==> src/adc_cfg_pkg.sv <==
// Constants, types and helpers shared by the converter configuration logic
package adc_cfg_pkg;

    // ********************************************************
    // Register addresses
    // ********************************************************
    localparam logic [3:0] ADDR_STATUS = 4'h2; // Status byte readback
    localparam logic [3:0] ADDR_FILTER_SETUP = 4'h7; // Filter setup register
    localparam logic [3:0] ADDR_SERIAL_PORT = 4'h8; // Serial-port settings
    localparam logic [3:0] ADDR_MAP_CRC_REF = 4'hF; // Map CRC reference / scratchpad

    // ********************************************************
    // Field positions and reset values
    // ********************************************************
    localparam int BIT_CLK_SEL = 7;
    localparam int BIT_CLK_DIV = 6;
    localparam int BIT_OUT_STRENGTH = 5;
    localparam int BIT_RESERVED = 4;
    localparam int BIT_DATA16 = 3;
    localparam int BIT_LINK_CRC = 2;
    localparam int BIT_MAP_CRC = 1;
    localparam int BIT_STATUS_PREFIX = 0;
    localparam logic [7:0] SERIAL_PORT_WMASK = 8'hEF; // Reserved bit never stored
    localparam logic [7:0] SERIAL_PORT_RESET = 8'h00;
    localparam logic [4:0] FILTER_RESET = 5'h00;
    localparam logic [7:0] MAP_CRC_RESET = 8'h00;
    localparam int FILTER_MSB = 4;
    localparam int STAT_LINK_ERR_BIT = 2; // Status byte: link check error
    localparam int STAT_MAP_ERR_BIT = 1; // Status byte: map check error

    // ********************************************************
    // Filter code map
    // ********************************************************
    localparam logic [4:0] CODE_SINC4_FIRST = 5'h08;
    localparam logic [4:0] CODE_SINC4_LAST = 5'h12; // 10010: sinc4 OSR 4096
    localparam logic [4:0] CODE_S4S1_LAST = 5'h1B; // 10011..11011
    localparam logic [4:0] CODE_SINC3_A = 5'h1C; // 11100
    localparam logic [4:0] CODE_SINC3_B = 5'h1D; // 11101
    localparam logic [4:0] CODE_S3S1_A = 5'h1E; // 11110
    localparam logic [4:0] CODE_S3S1_B = 5'h1F; // 11111
    localparam logic [15:0] OSR_WIDE_BASE = 16'h0020; // 32, doubled per code
    localparam logic [15:0] OSR_SINC4_S1 = 16'h0020; // 32
    localparam logic [15:0] OSR_SINC3_A = 16'h682B; // 26667
    localparam logic [15:0] OSR_SINC3_B = 16'h7D00; // 32000
    localparam logic [9:0] OSR2_NONE = 10'h001;

    // Kind of digital filter selected
    typedef enum logic [2:0] {
        FILT_WIDEBAND,
        FILT_SINC4,
        FILT_SINC4_SINC1,
        FILT_SINC3,
        FILT_SINC3_SINC1
    } filter_kind_t;

    // ********************************************************
    // Link CRC
    // ********************************************************
    localparam logic [7:0] CRC_POLY = 8'h07;
    localparam logic [7:0] CRC_INIT = 8'hFF;

    // One byte through the CRC-8 register, MSB first
    function automatic logic [7:0] crc8_step(input logic [7:0] crc, input logic [7:0] data);
        logic [7:0] c;
        c = crc ^ data;
        for (int i = 0; i < 8; i++) begin
            c = c[7] ? ((c << 1) ^ CRC_POLY) : (c << 1);
        end
        return c;
    endfunction

endpackage

==> src/link_crc_accum.sv <==
// Running CRC-8 accumulator over a byte stream
`timescale 1ns/100ps
`default_nettype none
module link_crc_accum (
    input wire logic sys_clk_in,
    input wire logic rstn_in,
    input wire logic restart_in, // Start a new frame
    input wire logic byte_valid_in, // Fold byte_in into the CRC
    input wire logic [7:0] byte_in,
    output logic [7:0] crc_out
);

    logic [7:0] crc_q;
    logic [7:0] crc_d;

    // Next value: restart has priority so a new frame never inherits old bytes
    always_comb begin
        crc_d = crc_q;
        if (restart_in) begin
            crc_d = adc_cfg_pkg::CRC_INIT;
        end else if (byte_valid_in) begin
            crc_d = adc_cfg_pkg::crc8_step(crc_q, byte_in);
        end
    end

    // Register
    always_ff @(posedge sys_clk_in) begin
        if (!rstn_in) begin
            crc_q <= adc_cfg_pkg::CRC_INIT;
        end else begin
            crc_q <= crc_d;
        end
    end

    assign crc_out = crc_q;

endmodule
`default_nettype wire

==> src/adc_filter_and_interface_config.sv <==
// Filter selection and serial-port settings register bank of the converter
`timescale 1ns/100ps
`default_nettype none
module adc_filter_and_interface_config (
    input wire logic sys_clk_in,
    input wire logic rstn_in,
    // Register access from the serial-port decoder
    input wire logic reg_wr_en_in,
    input wire logic reg_rd_en_in,
    input wire logic [3:0] reg_addr_in,
    input wire logic [7:0] reg_wdata_in,
    output logic [7:0] reg_rdata_out,
    // Input frame bytes; the last byte of a frame is its CRC
    input wire logic rx_byte_valid_in,
    input wire logic rx_byte_last_in,
    input wire logic [7:0] rx_byte_in,
    // Output data bytes
    input wire logic tx_frame_start_in,
    input wire logic tx_byte_valid_in,
    input wire logic [7:0] tx_byte_in,
    output logic [7:0] tx_crc_out,
    // Internally computed register-map CRC
    input wire logic [7:0] map_crc_calc_in,
    // Decoded settings and error flags
    output logic clk_external_out,
    output logic clk_div8_out,
    output logic output_strength_select_out,
    output logic data_16bit_out,
    output logic link_crc_en_out,
    output logic map_crc_en_out,
    output logic status_prefix_out,
    output logic [2:0] filter_kind_out,
    output logic [15:0] osr_main_out,
    output logic [9:0] osr_avg_out,
    output logic link_err_out,
    output logic map_err_out
);

    // ********************************************************
    // Filter decode
    // ********************************************************

    // Main-stage OSR for each filter code
    function automatic logic [15:0] osr_main(input logic [4:0] code);
        logic [15:0] r;
        r = adc_cfg_pkg::OSR_SINC3_B;
        if (code < adc_cfg_pkg::CODE_SINC4_FIRST) begin
            r = adc_cfg_pkg::OSR_WIDE_BASE << code[2:0];
        end else if (code <= adc_cfg_pkg::CODE_SINC4_LAST) begin
            unique case (code)
                5'h08: r = 16'h000C;
                5'h09: r = 16'h0010;
                5'h0A: r = 16'h0018;
                5'h0B: r = 16'h0020;
                5'h0C: r = 16'h0040;
                5'h0D: r = 16'h0080;
                5'h0E: r = 16'h0100;
                5'h0F: r = 16'h0200;
                5'h10: r = 16'h0400;
                5'h11: r = 16'h0800;
                default: r = 16'h1000;
            endcase
        end else if (code <= adc_cfg_pkg::CODE_S4S1_LAST) begin
            r = adc_cfg_pkg::OSR_SINC4_S1;
        end else if (code == adc_cfg_pkg::CODE_SINC3_A) begin
            r = adc_cfg_pkg::OSR_SINC3_A;
        end else begin
            r = adc_cfg_pkg::OSR_SINC3_B;
        end
        return r;
    endfunction

    // Averaging-stage OSR; one where no sinc1 stage follows
    function automatic logic [9:0] osr_avg(input logic [4:0] code);
        logic [9:0] r;
        unique case (code)
            5'h13: r = 10'h002;
            5'h14: r = 10'h004;
            5'h15: r = 10'h00A;
            5'h16: r = 10'h014;
            5'h17: r = 10'h028;
            5'h18: r = 10'h064;
            5'h19: r = 10'h0C8;
            5'h1A: r = 10'h190;
            5'h1B: r = 10'h3E8;
            adc_cfg_pkg::CODE_S3S1_A: r = 10'h003;
            adc_cfg_pkg::CODE_S3S1_B: r = 10'h005;
            default: r = adc_cfg_pkg::OSR2_NONE;
        endcase
        return r;
    endfunction

    // Filter kind for each code
    function automatic adc_cfg_pkg::filter_kind_t filt_kind(input logic [4:0] code);
        adc_cfg_pkg::filter_kind_t k;
        if (code < adc_cfg_pkg::CODE_SINC4_FIRST) begin
            k = adc_cfg_pkg::FILT_WIDEBAND;
        end else if (code <= adc_cfg_pkg::CODE_SINC4_LAST) begin
            k = adc_cfg_pkg::FILT_SINC4;
        end else if (code <= adc_cfg_pkg::CODE_S4S1_LAST) begin
            k = adc_cfg_pkg::FILT_SINC4_SINC1;
        end else if (code <= adc_cfg_pkg::CODE_SINC3_B) begin
            k = adc_cfg_pkg::FILT_SINC3;
        end else begin
            k = adc_cfg_pkg::FILT_SINC3_SINC1;
        end
        return k;
    endfunction

    // ********************************************************
    // State
    // ********************************************************
    logic [7:0] serial_port_settings_q; // Reserved bit held at zero
    logic [7:0] serial_port_settings_d;
    logic [4:0] filter_q; // Filter mode field of the setup register
    logic [4:0] filter_d;
    logic [7:0] map_crc_ref_q; // Map CRC reference or scratchpad
    logic [7:0] map_crc_ref_d;
    logic link_err_q; // Sticky link CRC error
    logic link_err_d;
    logic map_err_q; // Map CRC mismatch
    logic map_err_d;
    logic [7:0] rdata_q;
    logic [7:0] rdata_d;
    logic [7:0] rx_crc; // Running CRC of the current input frame
    logic rx_mismatch;
    logic [7:0] status_byte;

    // Frame CRC over all bytes but the last
    link_crc_accum rx_crc_unit (
        .sys_clk_in(sys_clk_in),
        .rstn_in(rstn_in),
        .restart_in(rx_byte_valid_in && rx_byte_last_in),
        .byte_valid_in(rx_byte_valid_in && !rx_byte_last_in),
        .byte_in(rx_byte_in),
        .crc_out(rx_crc)
    );

    // Output data CRC; the frame logic appends it when checks are on
    link_crc_accum tx_crc_unit (
        .sys_clk_in(sys_clk_in),
        .rstn_in(rstn_in),
        .restart_in(tx_frame_start_in),
        .byte_valid_in(tx_byte_valid_in),
        .byte_in(tx_byte_in),
        .crc_out(tx_crc_out)
    );

    // Mismatch only counts while the link check is enabled
    assign rx_mismatch = rx_byte_valid_in && rx_byte_last_in && serial_port_settings_q[adc_cfg_pkg::BIT_LINK_CRC]
        && (rx_byte_in != rx_crc);

    // Status byte as seen by the host
    always_comb begin
        status_byte = 8'h00;
        status_byte[adc_cfg_pkg::STAT_LINK_ERR_BIT] = link_err_q;
        status_byte[adc_cfg_pkg::STAT_MAP_ERR_BIT] = map_err_q;
    end

    // ********************************************************
    // Next-state logic
    // ********************************************************

    // Register writes, flags and readback
    always_comb begin
        serial_port_settings_d = serial_port_settings_q;
        filter_d = filter_q;
        map_crc_ref_d = map_crc_ref_q;
        link_err_d = link_err_q;
        rdata_d = rdata_q;
        if (reg_wr_en_in) begin
            unique case (reg_addr_in)
                adc_cfg_pkg::ADDR_SERIAL_PORT: begin
                    // Reserved bit masked off so it can never be set
                    serial_port_settings_d = reg_wdata_in & adc_cfg_pkg::SERIAL_PORT_WMASK;
                end
                adc_cfg_pkg::ADDR_FILTER_SETUP: begin
                    filter_d = reg_wdata_in[adc_cfg_pkg::FILTER_MSB:0];
                end
                adc_cfg_pkg::ADDR_MAP_CRC_REF: begin
                    map_crc_ref_d = reg_wdata_in;
                end
                adc_cfg_pkg::ADDR_STATUS: begin
                    if (reg_wdata_in[adc_cfg_pkg::STAT_LINK_ERR_BIT]) begin
                        link_err_d = 1'b0;
                    end
                end
                default: begin
                    // Other addresses belong to other blocks
                end
            endcase
        end
        // A mismatch in the clearing cycle still sets the flag
        if (rx_mismatch) begin
            link_err_d = 1'b1;
        end
        // Map check follows the live comparison, off when disabled
        map_err_d = serial_port_settings_q[adc_cfg_pkg::BIT_MAP_CRC]
            && (map_crc_calc_in != map_crc_ref_q);
        if (reg_rd_en_in) begin
            unique case (reg_addr_in)
                adc_cfg_pkg::ADDR_SERIAL_PORT: rdata_d = serial_port_settings_q;
                adc_cfg_pkg::ADDR_FILTER_SETUP: rdata_d = {3'h0, filter_q};
                adc_cfg_pkg::ADDR_MAP_CRC_REF: rdata_d = map_crc_ref_q;
                adc_cfg_pkg::ADDR_STATUS: rdata_d = status_byte;
                default: rdata_d = 8'h00; // Unmapped here reads zero
            endcase
        end
    end

    // ********************************************************
    // Registers
    // ********************************************************

    // All settings clear on reset
    always_ff @(posedge sys_clk_in) begin
        if (!rstn_in) begin
            serial_port_settings_q <= adc_cfg_pkg::SERIAL_PORT_RESET;
            filter_q <= adc_cfg_pkg::FILTER_RESET;
            map_crc_ref_q <= adc_cfg_pkg::MAP_CRC_RESET;
            link_err_q <= 1'b0;
            map_err_q <= 1'b0;
            rdata_q <= 8'h00;
            clk_external_out <= 1'b0;
            clk_div8_out <= 1'b0;
            output_strength_select_out <= 1'b0;
            data_16bit_out <= 1'b0;
            link_crc_en_out <= 1'b0;
            map_crc_en_out <= 1'b0;
            status_prefix_out <= 1'b0;
            filter_kind_out <= adc_cfg_pkg::FILT_WIDEBAND;
            osr_main_out <= adc_cfg_pkg::OSR_WIDE_BASE;
            osr_avg_out <= adc_cfg_pkg::OSR2_NONE;
        end else begin
            serial_port_settings_q <= serial_port_settings_d;
            filter_q <= filter_d;
            map_crc_ref_q <= map_crc_ref_d;
            link_err_q <= link_err_d;
            map_err_q <= map_err_d;
            rdata_q <= rdata_d;
            // Decoded controls registered from the next value, so they track the register
            clk_external_out <= serial_port_settings_d[adc_cfg_pkg::BIT_CLK_SEL];
            clk_div8_out <= serial_port_settings_d[adc_cfg_pkg::BIT_CLK_DIV];
            output_strength_select_out <= serial_port_settings_d[adc_cfg_pkg::BIT_OUT_STRENGTH];
            data_16bit_out <= serial_port_settings_d[adc_cfg_pkg::BIT_DATA16];
            link_crc_en_out <= serial_port_settings_d[adc_cfg_pkg::BIT_LINK_CRC];
            map_crc_en_out <= serial_port_settings_d[adc_cfg_pkg::BIT_MAP_CRC];
            status_prefix_out <= serial_port_settings_d[adc_cfg_pkg::BIT_STATUS_PREFIX];
            filter_kind_out <= filt_kind(filter_d);
            osr_main_out <= osr_main(filter_d);
            osr_avg_out <= osr_avg(filter_d);
        end
    end

    assign reg_rdata_out = rdata_q;
    assign link_err_out = link_err_q;
    assign map_err_out = map_err_q;

endmodule
`default_nettype wire

==> config.mk <==
export PLATFORM = sky130hd
export DESIGN_NAME = adc_filter_and_interface_config
export DESIGN_NICKNAME = d
export VERILOG_FILES = /design/src/adc_cfg_pkg.sv /design/src/link_crc_accum.sv /design/src/adc_filter_and_interface_config.sv
export SDC_FILE = /design/constraint.sdc
export NUM_CORES = 1
export LEC_CHECK = 0
export ABC_AREA = 1
export BUFFER_PORTS_ARGS = -buffer_cell sky130_fd_sc_hd__buf_2
export CELL_PAD_IN_SITES_DETAIL_PLACEMENT = 0
export CELL_PAD_IN_SITES_GLOBAL_PLACEMENT = 1
export CORE_ASPECT_RATIO = 1.5
export CORE_MARGIN = 2
export CORE_UTILIZATION = 37
export DETAILED_ROUTE_END_ITERATION = 6
export PLACE_DENSITY_LB_ADDON = 0.12
export SETUP_SLACK_MARGIN = 0.5
export SYNTH_ARGS = -nofsm -noshare
export SYNTH_HDL_FRONTEND = slang
export SYNTH_HIERARCHICAL = 1
export SYNTH_SLANG_ARGS = --single-unit
==> constraint.sdc <==
create_clock -name sys_clk_in -period 2.75 [get_ports sys_clk_in]
set_clock_uncertainty 0.1 [all_clocks]
set_input_delay 0.55 -clock sys_clk_in [delete_from_list [all_inputs] [get_ports sys_clk_in]]
set_output_delay 0.55 -clock sys_clk_in [all_outputs]
set_load 0.02 [all_outputs]
## After elaboration in Yosys (flattened, before gate mapping)

Memory sizes are Yosys's and may differ from the RTL's. A register that Yosys moved wholly into a read port is not among the register bits.
Index checks and enable logic that the tools add are counted.

| operators by class | value |
|---|---|
| $add $sub $neg | 0 |
| multipliers | 0 |
| div/mod/pow operators | 0 |
| magnitude comparators | 4 |
| eq/ne operators | 7 |
| shifts and indexed selects | 1 |
| multiplexer cells | 32 |
| bitwise operators | 19 |
| reduce and logical (&&, ||, !) cells | 17 |

Operator list:

| cell | count |
|---|---|
| 3-bit two-way mux | 17 |
| 3-bit NOT | 16 |
| 16-bit two-way mux | 2 |
| 8-bit case mux with 4 select lines | 1 |
| 8-bit two-way mux | 2 |
| 8-bit != test | 2 |
| 6-bit by 3-bit << shifter with 16-bit output (first input constant) | 1 |
| 8-bit XOR | 2 |
| 5-bit <= comparator (second input constant) | 3 |
| 15-bit two-way mux | 1 |
| 13-bit two-way mux | 1 |
| 5-bit two-way mux | 2 |
| 4-bit == test (second input constant) | 2 |
| 2-bit nonzero test | 3 |
| 2-bit OR reduction | 3 |
| 5-bit == test (second input constant) | 1 |
| 1-bit logical AND | 5 |
| 5-bit by 4-bit less-than comparator with 1-bit output (second input constant) | 1 |
| 1-bit two-way mux | 5 |
| 4-bit by 2-bit == test with 1-bit output (second input constant) | 1 |
| 4-bit by 3-bit == test with 1-bit output (second input constant) | 1 |
| 4-bit OR reduction | 1 |
| 3-bit AND reduction | 1 |
| 3-bit OR reduction | 1 |
| 4 further kinds | 5 |

| word-level totals | value |
|---|---|
| register bits after elaboration | 72 |
| bits in latches | 0 |
| RAM bits | 0 |
| ROM bits | 672 |
| input port bits | 44 |
| word-level logic and storage cells | 101 |
| memories kept | 2 |

Memories:

| name | depth | width | rd ports | clocked after memory_dff | write ports | RTL line | text |
|---|---|---|---|---|---|---|---|
| (name not given) | 32 | 11 | 1 | 0 | 0 | adc_filter_and_interface_config.sv:50 | `unique case (code)` |
| (name not given) | 32 | 10 | 1 | 1 | 0 | adc_filter_and_interface_config.sv:76 | `unique case (code)` |

## Depth between registers and ports, before layout

Gate-level depths: netlist (run 1).

| logic depth | value |
|---|---|
| depth in word-level cells | 17 |
| mapped depth | 14 |
| mapped depth without buffers | 14 |

## Modules after synthesis

The synthesis (run 1) kept the hierarchy.

By module, submodules not included:

| module | instances | cells each | area an instance (sq um) | seq. area each (sq um) |
|---|---|---|---|---|
| adc_filter_and_interface_config | 1 | 356 | 2,696.3 | 1,121.1 |
| link_crc_accum | 2 | 118 | 645.6 | 160.2 |

## Worst setup path before layout (run 1)

No wires, ideal clock.

| path | value |
|---|---|
| kind | in2reg |
| from | input port reg_addr_in[2] |
| to | register osr_main_out[8] |
| arrival | 1.886 ns |
| data required time | 2.537 ns |
| path slack | 0.651 ns |
| stages | 12 |
| buffers on the path | 0 |
| cells stage by stage | nand2_2 > nor2_8 > nand3b_1 > nand2_1 > ha_1 > inv_1 > a21oi_2 > nand2_1 > nand3_2 > nand2_2 > o21ai_1 > inv_1 |

| on the way | value |
|---|---|
| cells in the longest elaborated chain, start to end | 8 |
| elaborated cells between the ends (all ways) | 13 |

Ends and longest elaborated chain:

| item | RTL line | text |
|---|---|---|
| from (decl) | adc_filter_and_interface_config.sv:10 | `input wire logic [3:0] reg_addr_in,` |
| 4-bit by 3-bit == test with 1-bit output * | adc_filter_and_interface_config.sv:172 | `unique case (reg_addr_in)` |
| 5-bit two-way mux * | adc_filter_and_interface_config.sv:172 |  |
| 5-bit two-way mux * | adc_filter_and_interface_config.sv:171 | `if (reg_wr_en_in) begin` |
| branches (longest 4 deep; another with memory 32 x 11 bit) | -- |  |
| 16-bit two-way mux * | adc_filter_and_interface_config.sv:47 | `if (code < adc_cfg_pkg::CODE_SINC4_FIRST) begin` |
| to (signal assigned) | adc_filter_and_interface_config.sv:232 | `osr_main_out <= adc_cfg_pkg::OSR_WIDE_BASE;` |
| to (signal assigned) | adc_filter_and_interface_config.sv:250 | `osr_main_out <= osr_main(filter_d);` |
| to (decl) | adc_filter_and_interface_config.sv:33 | `output logic [15:0] osr_main_out,` |

Every way passes the cells marked *.
A chain may end at the register's enable or synchronous reset.

## Final worst setup path (run 1)

| path | value |
|---|---|
| from | input port reg_addr_in[3] |
| to | register osr_main_out[12] |

Same word-level chain as after synthesis.

==> results of run 1 <==
## through the flow
stage / hold slack, ns / setup WS (ns)
finish: 0.346 / 0.680
global route: 0.375 / 0.493
CTS: 0.340 / 0.578
detailed placement: 0.359 / 0.244
global placement: 0.356 / 0.350
floorplan: 0.357 / 0.651
## per-layer routing
| layer | GRT usage | vias up | routed length, µm |
|---|---|---|---|
| met1 | 0.229 | 1797 | 4690 |
| li1 | - | 2083 | - |
| met5 | 0 | - | 0 |
| met3 | 0.0345 | 16 | 464 |
| met2 | 0.331 | 102 | 5660 |
| met4 | 0.0749 | 0 | 184 |
## cells in the final DEF (no fill, tap or decap), drive strengths merged
cell / instances
a21boi: 1
a21oi: 45
a22o: 1
a22oi: 1
a32oi: 2
buf: 102
bufinv: 2
clkbuf: 10
clkinv: 2
conb: 1
dfxtp: 72
ha: 5
inv: 78
nand2: 199
nand3: 44
nand3b: 1
nand4: 5
nor2: 51
nor3: 6
o211ai: 3
o21ai: 35
o22ai: 5
o31ai: 1
or2: 2
xnor2: 19
xor2: 4
## cell type report
class | instances | area [µm²] | share of cell area
Clock buffer | 10 | 229 | 0.0462
Clock inverter | 6 | 91.3 | 0.0184
Inverter | 76 | 285 | 0.0576
Multi-Input combinational cell | 431 | 2200 | 0.444
Sequential cell | 72 | 1440 | 0.291
Tap cell | 144 | 180 | 0.0364
Timing Repair Buffer | 102 | 526 | 0.106
## repair_timing
| action | in CTS | in global routing |
|---|---|---|
| endpoints found under the setup margin | 0 | 3 |
| hold endpoints to repair | 0 | 0 |
| resized for setup | 0 | 4 |
## power groups by stage
stage	sequential (mW)	combinational (mW)	clock, mW
floorplan	1.12	0.261	0
global placement	1.11	0.394	0
detailed placement	1.11	0.398	0
CTS	1.09	0.401	1.30
global route	1.09	0.455	1.34
finish	1.09	0.400	1.27
## worst reg2reg max path: cells and delay by family (launching register included)
family,cells,cell delay (ns)
adder cells (fa/ha/maj),1,0.19
buffers and inverters,3,0.24
AND/OR/NAND/NOR,5,0.50
flip-flops,1,0.29
AO/OA/AOI/OAI,2,0.29
## cells by family (layout without fill, tap and decap cells)
family                     count (synthesis)  count (layout)  synth area share
and+or+nand+nor                          308             308             0.350
AOI/OAI and AO/OA                         94              94             0.129
buffers and inverters                     89             194            0.0923
DFF                                       72              72             0.361
xor gates and xnor gates                  23              23            0.0505
adders and majority gates                  5               5            0.0157
other                                      1               1          0.000940
## worst max-delay path by stage
stage              startpoint               end  slack (ns)  depth (start not counted)
6_report       reg_addr_in[3]  osr_main_out[12]        0.68                         14
5_1_grt        reg_addr_in[3]   osr_main_out[8]        0.49                         14
4_1_cts        reg_addr_in[3]  osr_main_out[12]        0.58                         14
3_5_place_dp   reg_addr_in[3]  osr_main_out[12]        0.24                         14
3_3_place_gp   reg_addr_in[3]   osr_main_out[8]        0.35                         14
2_1_floorplan  reg_addr_in[2]   osr_main_out[8]        0.65                         12
## registers in the layout (all words and copies together), names as in the netlist
signal	count
osr_main_out	13
osr_avg_out	10
map_crc_ref_q	8
reg_rdata_out	8
rx_crc_unit/crc_out	8
tx_crc_unit/crc_out	8
serial_port_settings_q	6
filter_q	5
filter_kind_out	3
clk_external_out	1
link_err_out	1
map_err_out	1
## cell usage after synthesis, types with 3 or more instances
library cell	number	area (µm²)
nand2_1	177	664
dfxtp_1	72	1440
inv_1	66	248
a21oi_1	43	215
nor2_1	43	161
nand3_1	38	190
o21ai_0	28	140
nand2_2	19	119
xnor2_1	19	166
inv_2	10	37.5
nor3_1	6	30.0
o21ai_1	6	30.0
buf_4	5	37.5
ha_1	5	62.6
nand3_2	5	50.1
nand4_1	5	31.3
o22ai_1	5	31.3
clkbuf_1	4	15.0
nor2_2	4	25.0
xor2_1	4	35.0
nand2_4	3	33.8
nor2_4	3	33.8
o211ai_1	3	22.5
==> results.json, run 1 <==
{
  "status": "finished, final reports clean",
  "crit_path_end_kind": "register",
  "drive_gt1_frac": 0.242,
  "final_util": 0.470,
  "grt_overflow": 0,
  "p_per_area_mw_per_mm2": 557,
  "core_area_mm2": 0.0105,
  "wl_um": 11000,
  "first_pass_iters": 4,
  "reg2reg_from": "filter_q[1]",
  "relSlewSlack": 0.633,
  "pwr-share-comb": 0.145,
  "total_power_mw": 2.76,
  "peakVddDrop_uv": 273,
  "nFillCells": 1106,
  "timing.critical_path.cells": "buf_2 -> inv_2 -> nand2_2 -> nor2_8 -> nand3_1 -> nand2_4 -> ha_1 -> inv_1 -> a21oi_4 -> nand2_2 -> nand3_2 -> nand2_1 -> o21ai_1 -> inv_1",
  "cts.clk_slew.worst_paths_ns": 0.06,
  "hp-start": "reg_wdata_in[5]",
  "r2r-end": "osr_main_out[12]",
  "post-route-drc-count": 0,
  "worstHoldPathCells": 3,
  "tightest_slew_ns": 0.549,
  "ys_warn_count": 6,
  "cp_num_buf_inv": 4,
  "power.share.clock": 0.461,
  "route.vias.total": 3998,
  "critPathSlowestCell": "ha_1",
  "r2r_slack_ns": 1.02,
  "place_inst": 825,
  "synth-seq-cells": 72,
  "grt_pass1_vias": 3764,
  "dp_hpwl_um": 8480,
  "routed_via_density": 4.75,
  "drv_slew": 0,
  "finalSetupViolCount": 0,
  "diodes": 0,
  "postPlaceCellArea_mm2": 0.00461,
  "instances_no_fill": 841,
  "synth-edff-count": 0,
  "place.gp.congestion": 0.845,
  "chipHeight_um": 131,
  "post-cts-setup-buffer-count": 0,
  "syn_avg_cell_area_um2": 6.74,
  "track_usage": 0.192,
  "initial_utilization": 0.379,
  "worstSetupPathType": "in2reg",
  "cts_buffer_depth": 2,
  "critPathLaunchType": "primary input",
  "reg2reg_depth": 11,
  "netlist_area_mm2": 0.00399,
  "postRouteAntennaNets": 0,
  "die_area_mm2": 0.0116,
  "seq_area_frac_synth": 0.361,
  "fin_setup_tns_ns": 0,
  "clock-sinks": 72,
  "critPathRequiredTime_ns": 2.88,
  "pin_count": 98,
  "cts_buffers": 9,
  "design_area_mm2": 0.00495,
  "cp_data_arrival_time_ns": 2.20,
  "rows": 46,
  "syn_nets": 641,
  "synth-main-ff-cell": "dfxtp_1",
  "netlist-cell-type-count": 37,
  "hold_class": "in2reg",
  "p_sw_frac": 0.272,
  "power_switching_mw": 0.752,
  "cts_hold_buf": 0,
  "crit_family": "simple AND/OR/NAND/NOR gates",
  "synthCells": 592,
  "numPortBuffers": 96,
  "p_leak_nw": 2.48,
  "intPower_mw": 2.01,
  "hold_path_end": "map_crc_ref_q[5]",
  "routedWlPerCell_um": 13.1,
  "finalHoldViolations": 0,
  "worstPathMaxFanout": 10,
  "rsz0062_at_grt": "false",
  "syn2layout_area_growth_pct": 24.2,
  "fin_crit_sh": 0.753,
  "h-tree-depth": 3,
  "grt_pass1_wl_um": 17600,
  "grt_max_degree": 21,
  "seqPwrFrac": 0.394,
  "cts_tree": "built",
  "nNetsFinal": 741,
  "drt_iter0_markers": 119,
  "max-cap-violations": 0,
  "dieWidth_um": 88.8,
  "antenna_found_initial": 0,
  "ys_async_sr_fraction": 0,
  "root_buffer": "clkbuf_16",
  "clock.fmax_mhz": 483,
  "fin_crit_ns": 2.07,
  "slowest_delay_ns": 0.19,
  "insertion_delay_ns": 0.34
}
No activity file was read; power rests on OpenSTA's default activity.
==> inputs of run 2 (changes only) <==
==> constraint.sdc (replaced) <==
create_clock -name sys_clk_in -period 2 [get_ports sys_clk_in]
set_clock_uncertainty 0.1 [all_clocks]
set_input_delay 0.4 -clock sys_clk_in [delete_from_list [all_inputs] [get_ports sys_clk_in]]
set_output_delay 0.4 -clock sys_clk_in [all_outputs]
set_load 0.02 [all_outputs]
==> run 2 against run 1 <==
Compared with the run above: via count rose by 4.7%; first-iteration DRC count fell by 25%; die area did not move; flip-flop and latch count did not move; critical endpoint is now osr_main_out[9].
==> results.json, run 2 (synthesis results as in run 1) <==
{
  "rsz0062_at_grt": "true",
  "critPathRequiredTime_ns": 2.17,
  "chipHeight_um": 131,
  "cts_buffer_depth": 2,
  "initial_utilization": 0.379,
  "numPortBuffers": 96,
  "crit_path_end_kind": "register",
  "antenna_found_initial": 0,
  "largest_reg_flops": 13,
  "final_cell_mix": "nand2_1 (166), buf_2 (91), dfxtp_1 (72), inv_1 (62), a21oi_1 (42)",
  "fin_crit_sh": 0.798,
  "cp_data_arrival_time_ns": 1.77,
  "status": "finished, final reports clean",
  "h-tree-depth": 3,
  "diodes": 0,
  "critPathLaunchType": "primary input",
  "finalHoldViolations": 0,
  "drt_iter0_markers": 89,
  "syn2layout_area_growth_pct": 38.2,
  "cts_tree": "built",
  "postPlaceCellArea_mm2": 0.00490,
  "route.vias.total": 4186,
  "worstPathMaxFanout": 5,
  "peakVddDrop_uv": 510,
  "max-cap-violations": 0,
  "dp_hpwl_um": 8710,
  "final_util": 0.523,
  "drv_slew": 0,
  "pin_count": 98,
  "core_area_mm2": 0.0105,
  "design_area_mm2": 0.00551,
  "grt_overflow": 0,
  "grt_max_degree": 21,
  "top_regs": "osr_main_out x13, osr_avg_out x10",
  "cts.clk_slew.worst_paths_ns": 0.06,
  "grt_pass1_vias": 4040,
  "nNetsFinal": 775,
  "fin_crit_ns": 1.60,
  "cts_buffers": 9,
  "cts_hold_buf": 0,
  "final_common_cell": "nand2_1",
  "clock.fmax_mhz": 626,
  "routed_via_density": 4.78,
  "drive_gt1_frac": 0.327,
  "hold_class": "in2reg",
  "holdWs_ns": 0.205,
  "insertion_delay_ns": 0.34,
  "clock-sinks": 72,
  "track_usage": 0.198,
  "die_area_mm2": 0.0116,
  "first_pass_iters": 5,
  "grt_pass1_wl_um": 18400,
  "p_per_area_mw_per_mm2": 702,
  "post-route-drc-count": 0,
  "finalSetupViolCount": 0,
  "dieWidth_um": 88.8,
  "place.gp.congestion": 0.860,
  "root_buffer": "clkbuf_16",
  "rows": 46,
  "worstSetupPathType": "in2reg",
  "postRouteAntennaNets": 0,
  "wl_um": 11200,
  "routedWlPerCell_um": 12.8,
  "max_flop_register": "osr_main_out",
  "p_leak_nw": 2.70
}
==> run 2: worst max-delay path: stages <==
cell and delay [ns]:
buf_8 0.10, inv_4 0.04, nor2_4 0.13, nand3_4 0.12, buf_4 0.17, nand2_1 0.07
nand2_2 0.13, nor2_1 0.37, a22oi_1 0.14, nor2_1 0.11
==> run 2: where the power goes <==
group	total, mW	switching (mW)	internal (mW)
Combinational	0.624	0.384	0.240
Clock	1.75	0.647	1.10
Sequential	1.50	0.0278	1.47
Total	3.87	1.06	2.81
==> run 2: final timing paths <==
kind | startpoint | end | slack [ns] | cells after the start
worst max-delay path | reg_addr_in[1] | osr_main_out[9] | 0.40 | 10
worst min-delay path | tx_frame_start_in | tx_crc_unit/crc_out[7] | 0.21 | 3
worst max register to register | filter_q[1] | osr_main_out[3] | 0.47 | 10
worst min register to register | reg_rdata_out[0] | reg_rdata_out[0] | 0.37 | 2
==> run 2: through the flow <==
step                      TNS (ns)  power (mW)  worst slack, ns  cells
final                            0        3.87            0.403    875
after global placement     -0.0807        2.10          -0.0434    849
after CTS                        0        3.89            0.447    871
after global routing             0        4.05            0.340    875
after floorplan                  0        1.92            0.164    592
after detailed placement    -0.159        2.11          -0.0627    849
==> run 2: routing by layer <==
layer / vias to the layer above / GRT usage / part of all wire
li1: 2156 / - / -
met1: 1910 / 0.232 / 0.42
met2: 99 / 0.338 / 0.52
met3: 21 / 0.0402 / 0.040
met4: 0 / 0.0901 / 0.022
met5: - / 0 / 0
==> run 2: cell type report <==
cell class              instances  area [µm²]
fillers                      1088        5020
clock inverters                 6        91.3
inverters                      76         319
multi-input cells             431        2420
repair buffers                136         832
clock buffers                  10         229
flip-flops and latches         72        1440
well taps                     144         180
==> run 2: what timing repair did <==
action / CTS / global route
endpoints found under the setup margin: 24 / 25
buffers inserted: 6 / 4
pin swaps: 21 / 10
resized for setup: 27 / 26
==> inputs of run 3 (changes only) <==
==> constraint.sdc (replaced) <==
create_clock -name sys_clk_in -period 1.6 [get_ports sys_clk_in]
set_clock_uncertainty 0.1 [all_clocks]
set_input_delay 0.32 -clock sys_clk_in [delete_from_list [all_inputs] [get_ports sys_clk_in]]
set_output_delay 0.32 -clock sys_clk_in [all_outputs]
set_load 0.02 [all_outputs]
==> run 3 against run 2 <==
Compared with the run above: global-route usage up 1.9 points; worst hold slack worse by 0.076 ns; register-to-register slack worse by 0.37 ns; clock-buffer cell count unchanged; flip-flop and latch count unchanged; clock power up 34%; setup slack worse by 0.30 ns.
==> results.json, run 3 (synthesis results as in run 1) <==
{
  "p_leak_nw": 3.33,
  "route.vias.total": 4518,
  "core_area_mm2": 0.0105,
  "cp_num_buf_inv": 4,
  "p_sw_frac": 0.286,
  "hold_class": "in2reg",
  "top_regs": "osr_main_out x13, osr_avg_out x10",
  "peakVddDrop_uv": 680,
  "design_area_mm2": 0.00736,
  "met3_usage": 0.0427,
  "final_cell_mix": "nand2_1 (85), buf_6 (81), nand2_2 (72), buf_4 (65), dfxtp_2 (43)",
  "initial_utilization": 0.379,
  "place.gp.congestion": 0.876,
  "crit_family": "simple AND/OR/NAND/NOR gates",
  "rsz0062_at_grt": "true",
  "cp.depth": 14,
  "grt_overflow": 0,
  "drive_gt1_frac": 0.655,
  "die_area_mm2": 0.0116,
  "reg2reg_depth": 11,
  "status": "finished, final reports clean",
  "cts.clk_slew.worst_paths_ns": 0.06,
  "clock.fmax_mhz": 667,
  "routed_via_density": 4.87,
  "worstHoldPathCells": 3,
  "grt_pass1_wl_um": 20100,
  "critPathLaunchType": "primary input",
  "finalHoldViolations": 0,
  "root_buffer": "clkbuf_16",
  "nFillCells": 835,
  "insertion_delay_ns": 0.34,
  "pin_count": 98,
  "dp_hpwl_um": 8740,
  "diodes": 0,
  "rows": 46,
  "grt_use_met1": 0.247,
  "final_common_cell": "nand2_1",
  "intPower_mw": 3.92,
  "holdWs_ns": 0.129,
  "syn2layout_area_growth_pct": 84.6,
  "postPlaceCellArea_mm2": 0.00517,
  "worstPathMaxFanout": 4,
  "cts_hold_buf": 0,
  "busiest_layer": "met2",
  "wl_um": 13100,
  "critPathSlowestCell": "nor2_4",
  "post-route-drc-count": 0,
  "fin_crit_sh": 0.937,
  "crit_path_frequent_cell": "nor2_4",
  "pwr-share-comb": 0.229,
  "fin_crit_ns": 1.50,
  "p_per_area_mw_per_mm2": 745,
  "antenna_found_initial": 0,
  "worstSetupPathType": "in2reg",
  "seqPwrFrac": 0.344,
  "cp_data_arrival_time_ns": 1.63,
  "clock-sinks": 72,
  "nNetsFinal": 827,
  "slowest_delay_ns": 0.14,
  "first_pass_iters": 4,
  "grt_pass1_vias": 4462,
  "grt_max_degree": 19,
  "dieWidth_um": 88.8,
  "timing.critical_path.cells": "buf_12 -> nor2_4 -> nand3_4 -> nand2_2 -> nand2_4 -> inv_4 -> ha_4 -> inv_4 -> nor2_4 -> nor2_4 -> nand3_2 -> nand2_2 -> o21ai_2 -> inv_1",
  "routedWlPerCell_um": 14.1,
  "finalSetupViolCount": 0,
  "max_flop_register": "osr_main_out",
  "drv_slew": 0,
  "cts_tree": "built",
  "numPortBuffers": 96,
  "cts_buffers": 9,
  "drt_iter0_markers": 108,
  "crit_path_end_kind": "register",
  "power.share.clock": 0.427,
  "track_usage": 0.217,
  "cts_buffer_depth": 2,
  "h-tree-depth": 3,
  "chipHeight_um": 131,
  "critPathRequiredTime_ns": 1.74,
  "grt_use_met2": 0.381,
  "postRouteAntennaNets": 0,
  "max-cap-violations": 0,
  "power_switching_mw": 1.57,
  "largest_reg_flops": 13
}
run 3: changes by cell type in the layout (fill, tap and decap cells not counted), moves of 21 or more:
cell,previous run,this run
nand2_2,23,72
buf_6,5,81
buf_2,91,39
inv_1,62,41
buf_4,37,65
dfxtp_1,72,13
nand2_1,166,85
dfxtp_2,0,43
nand2_4,8,33
run 3: path summary, 6_finish.rpt:
path | from | to | slack, ns
min | tx_frame_start_in | tx_crc_unit/crc_out[7] | 0.13
max reg2reg | filter_q[1] | osr_main_out[8] | 0.10
min reg2reg | reg_rdata_out[0] | reg_rdata_out[0] | 0.37
max | reg_addr_in[3] | osr_main_out[8] | 0.10
run 3: area by class of cell:
class | count | area, µm² | share of cell area
clock buffers | 10 | 229 | 0.0311
clock inverters | 6 | 116 | 0.0158
inverters | 76 | 332 | 0.0450
multi-input cells | 431 | 3300 | 0.449
flip-flops and latches | 72 | 1560 | 0.211
well taps | 144 | 180 | 0.0245
repair buffers | 188 | 1650 | 0.223
run 3: metal layers:
metal  routed length (µm)  part of all wire  vias to the layer above
li1                     -                 -                     2252
met1                 5110              0.39                     2157
met2                 7220              0.55                       88
met3                  472             0.036                       21
met4                  282             0.022                        0
met5                    0                 0                        -
run 3: power groups by stage:
stage / sequential (mW) / combinational [mW] / clock [mW]
after floorplan: 1.94 / 0.493 / 0
after global placement: 1.91 / 0.774 / 0
after detailed placement: 1.91 / 0.781 / 0
after CTS: 1.88 / 0.985 / 2.38
after global routing: 1.89 / 1.35 / 2.44
final: 1.88 / 1.26 / 2.34
run 3: repair_timing:
item | CTS | global route
buffers inserted | 23 | 20
setup endpoints to repair | 117 | 120
pin swaps | 75 | 64
gates resized for setup | 298 | 153
run 3: worst reg2reg max path: cells and delay by family, from the launching register on:
kind | cells | cell delay (ns)
fa+ha+maj | 1 | 0.16
compound gates | 2 | 0.24
flops | 1 | 0.31
buf+inv | 3 | 0.14
simple gates | 5 | 0.43
run 3: stage by stage:
step                      total power [mW]  worst slack (ns)  std cells   util  TNS (ns)
after floorplan                       2.43            -0.156        592      -    -0.493
after global placement                2.69            -0.324        868  0.491     -6.26
after global routing                  5.68           0.00324        927  0.699         0
final                                 5.48             0.101        927  0.699         0
after CTS                             5.25             0.129        907  0.631         0
after detailed placement              2.69            -0.396        868  0.491     -6.96
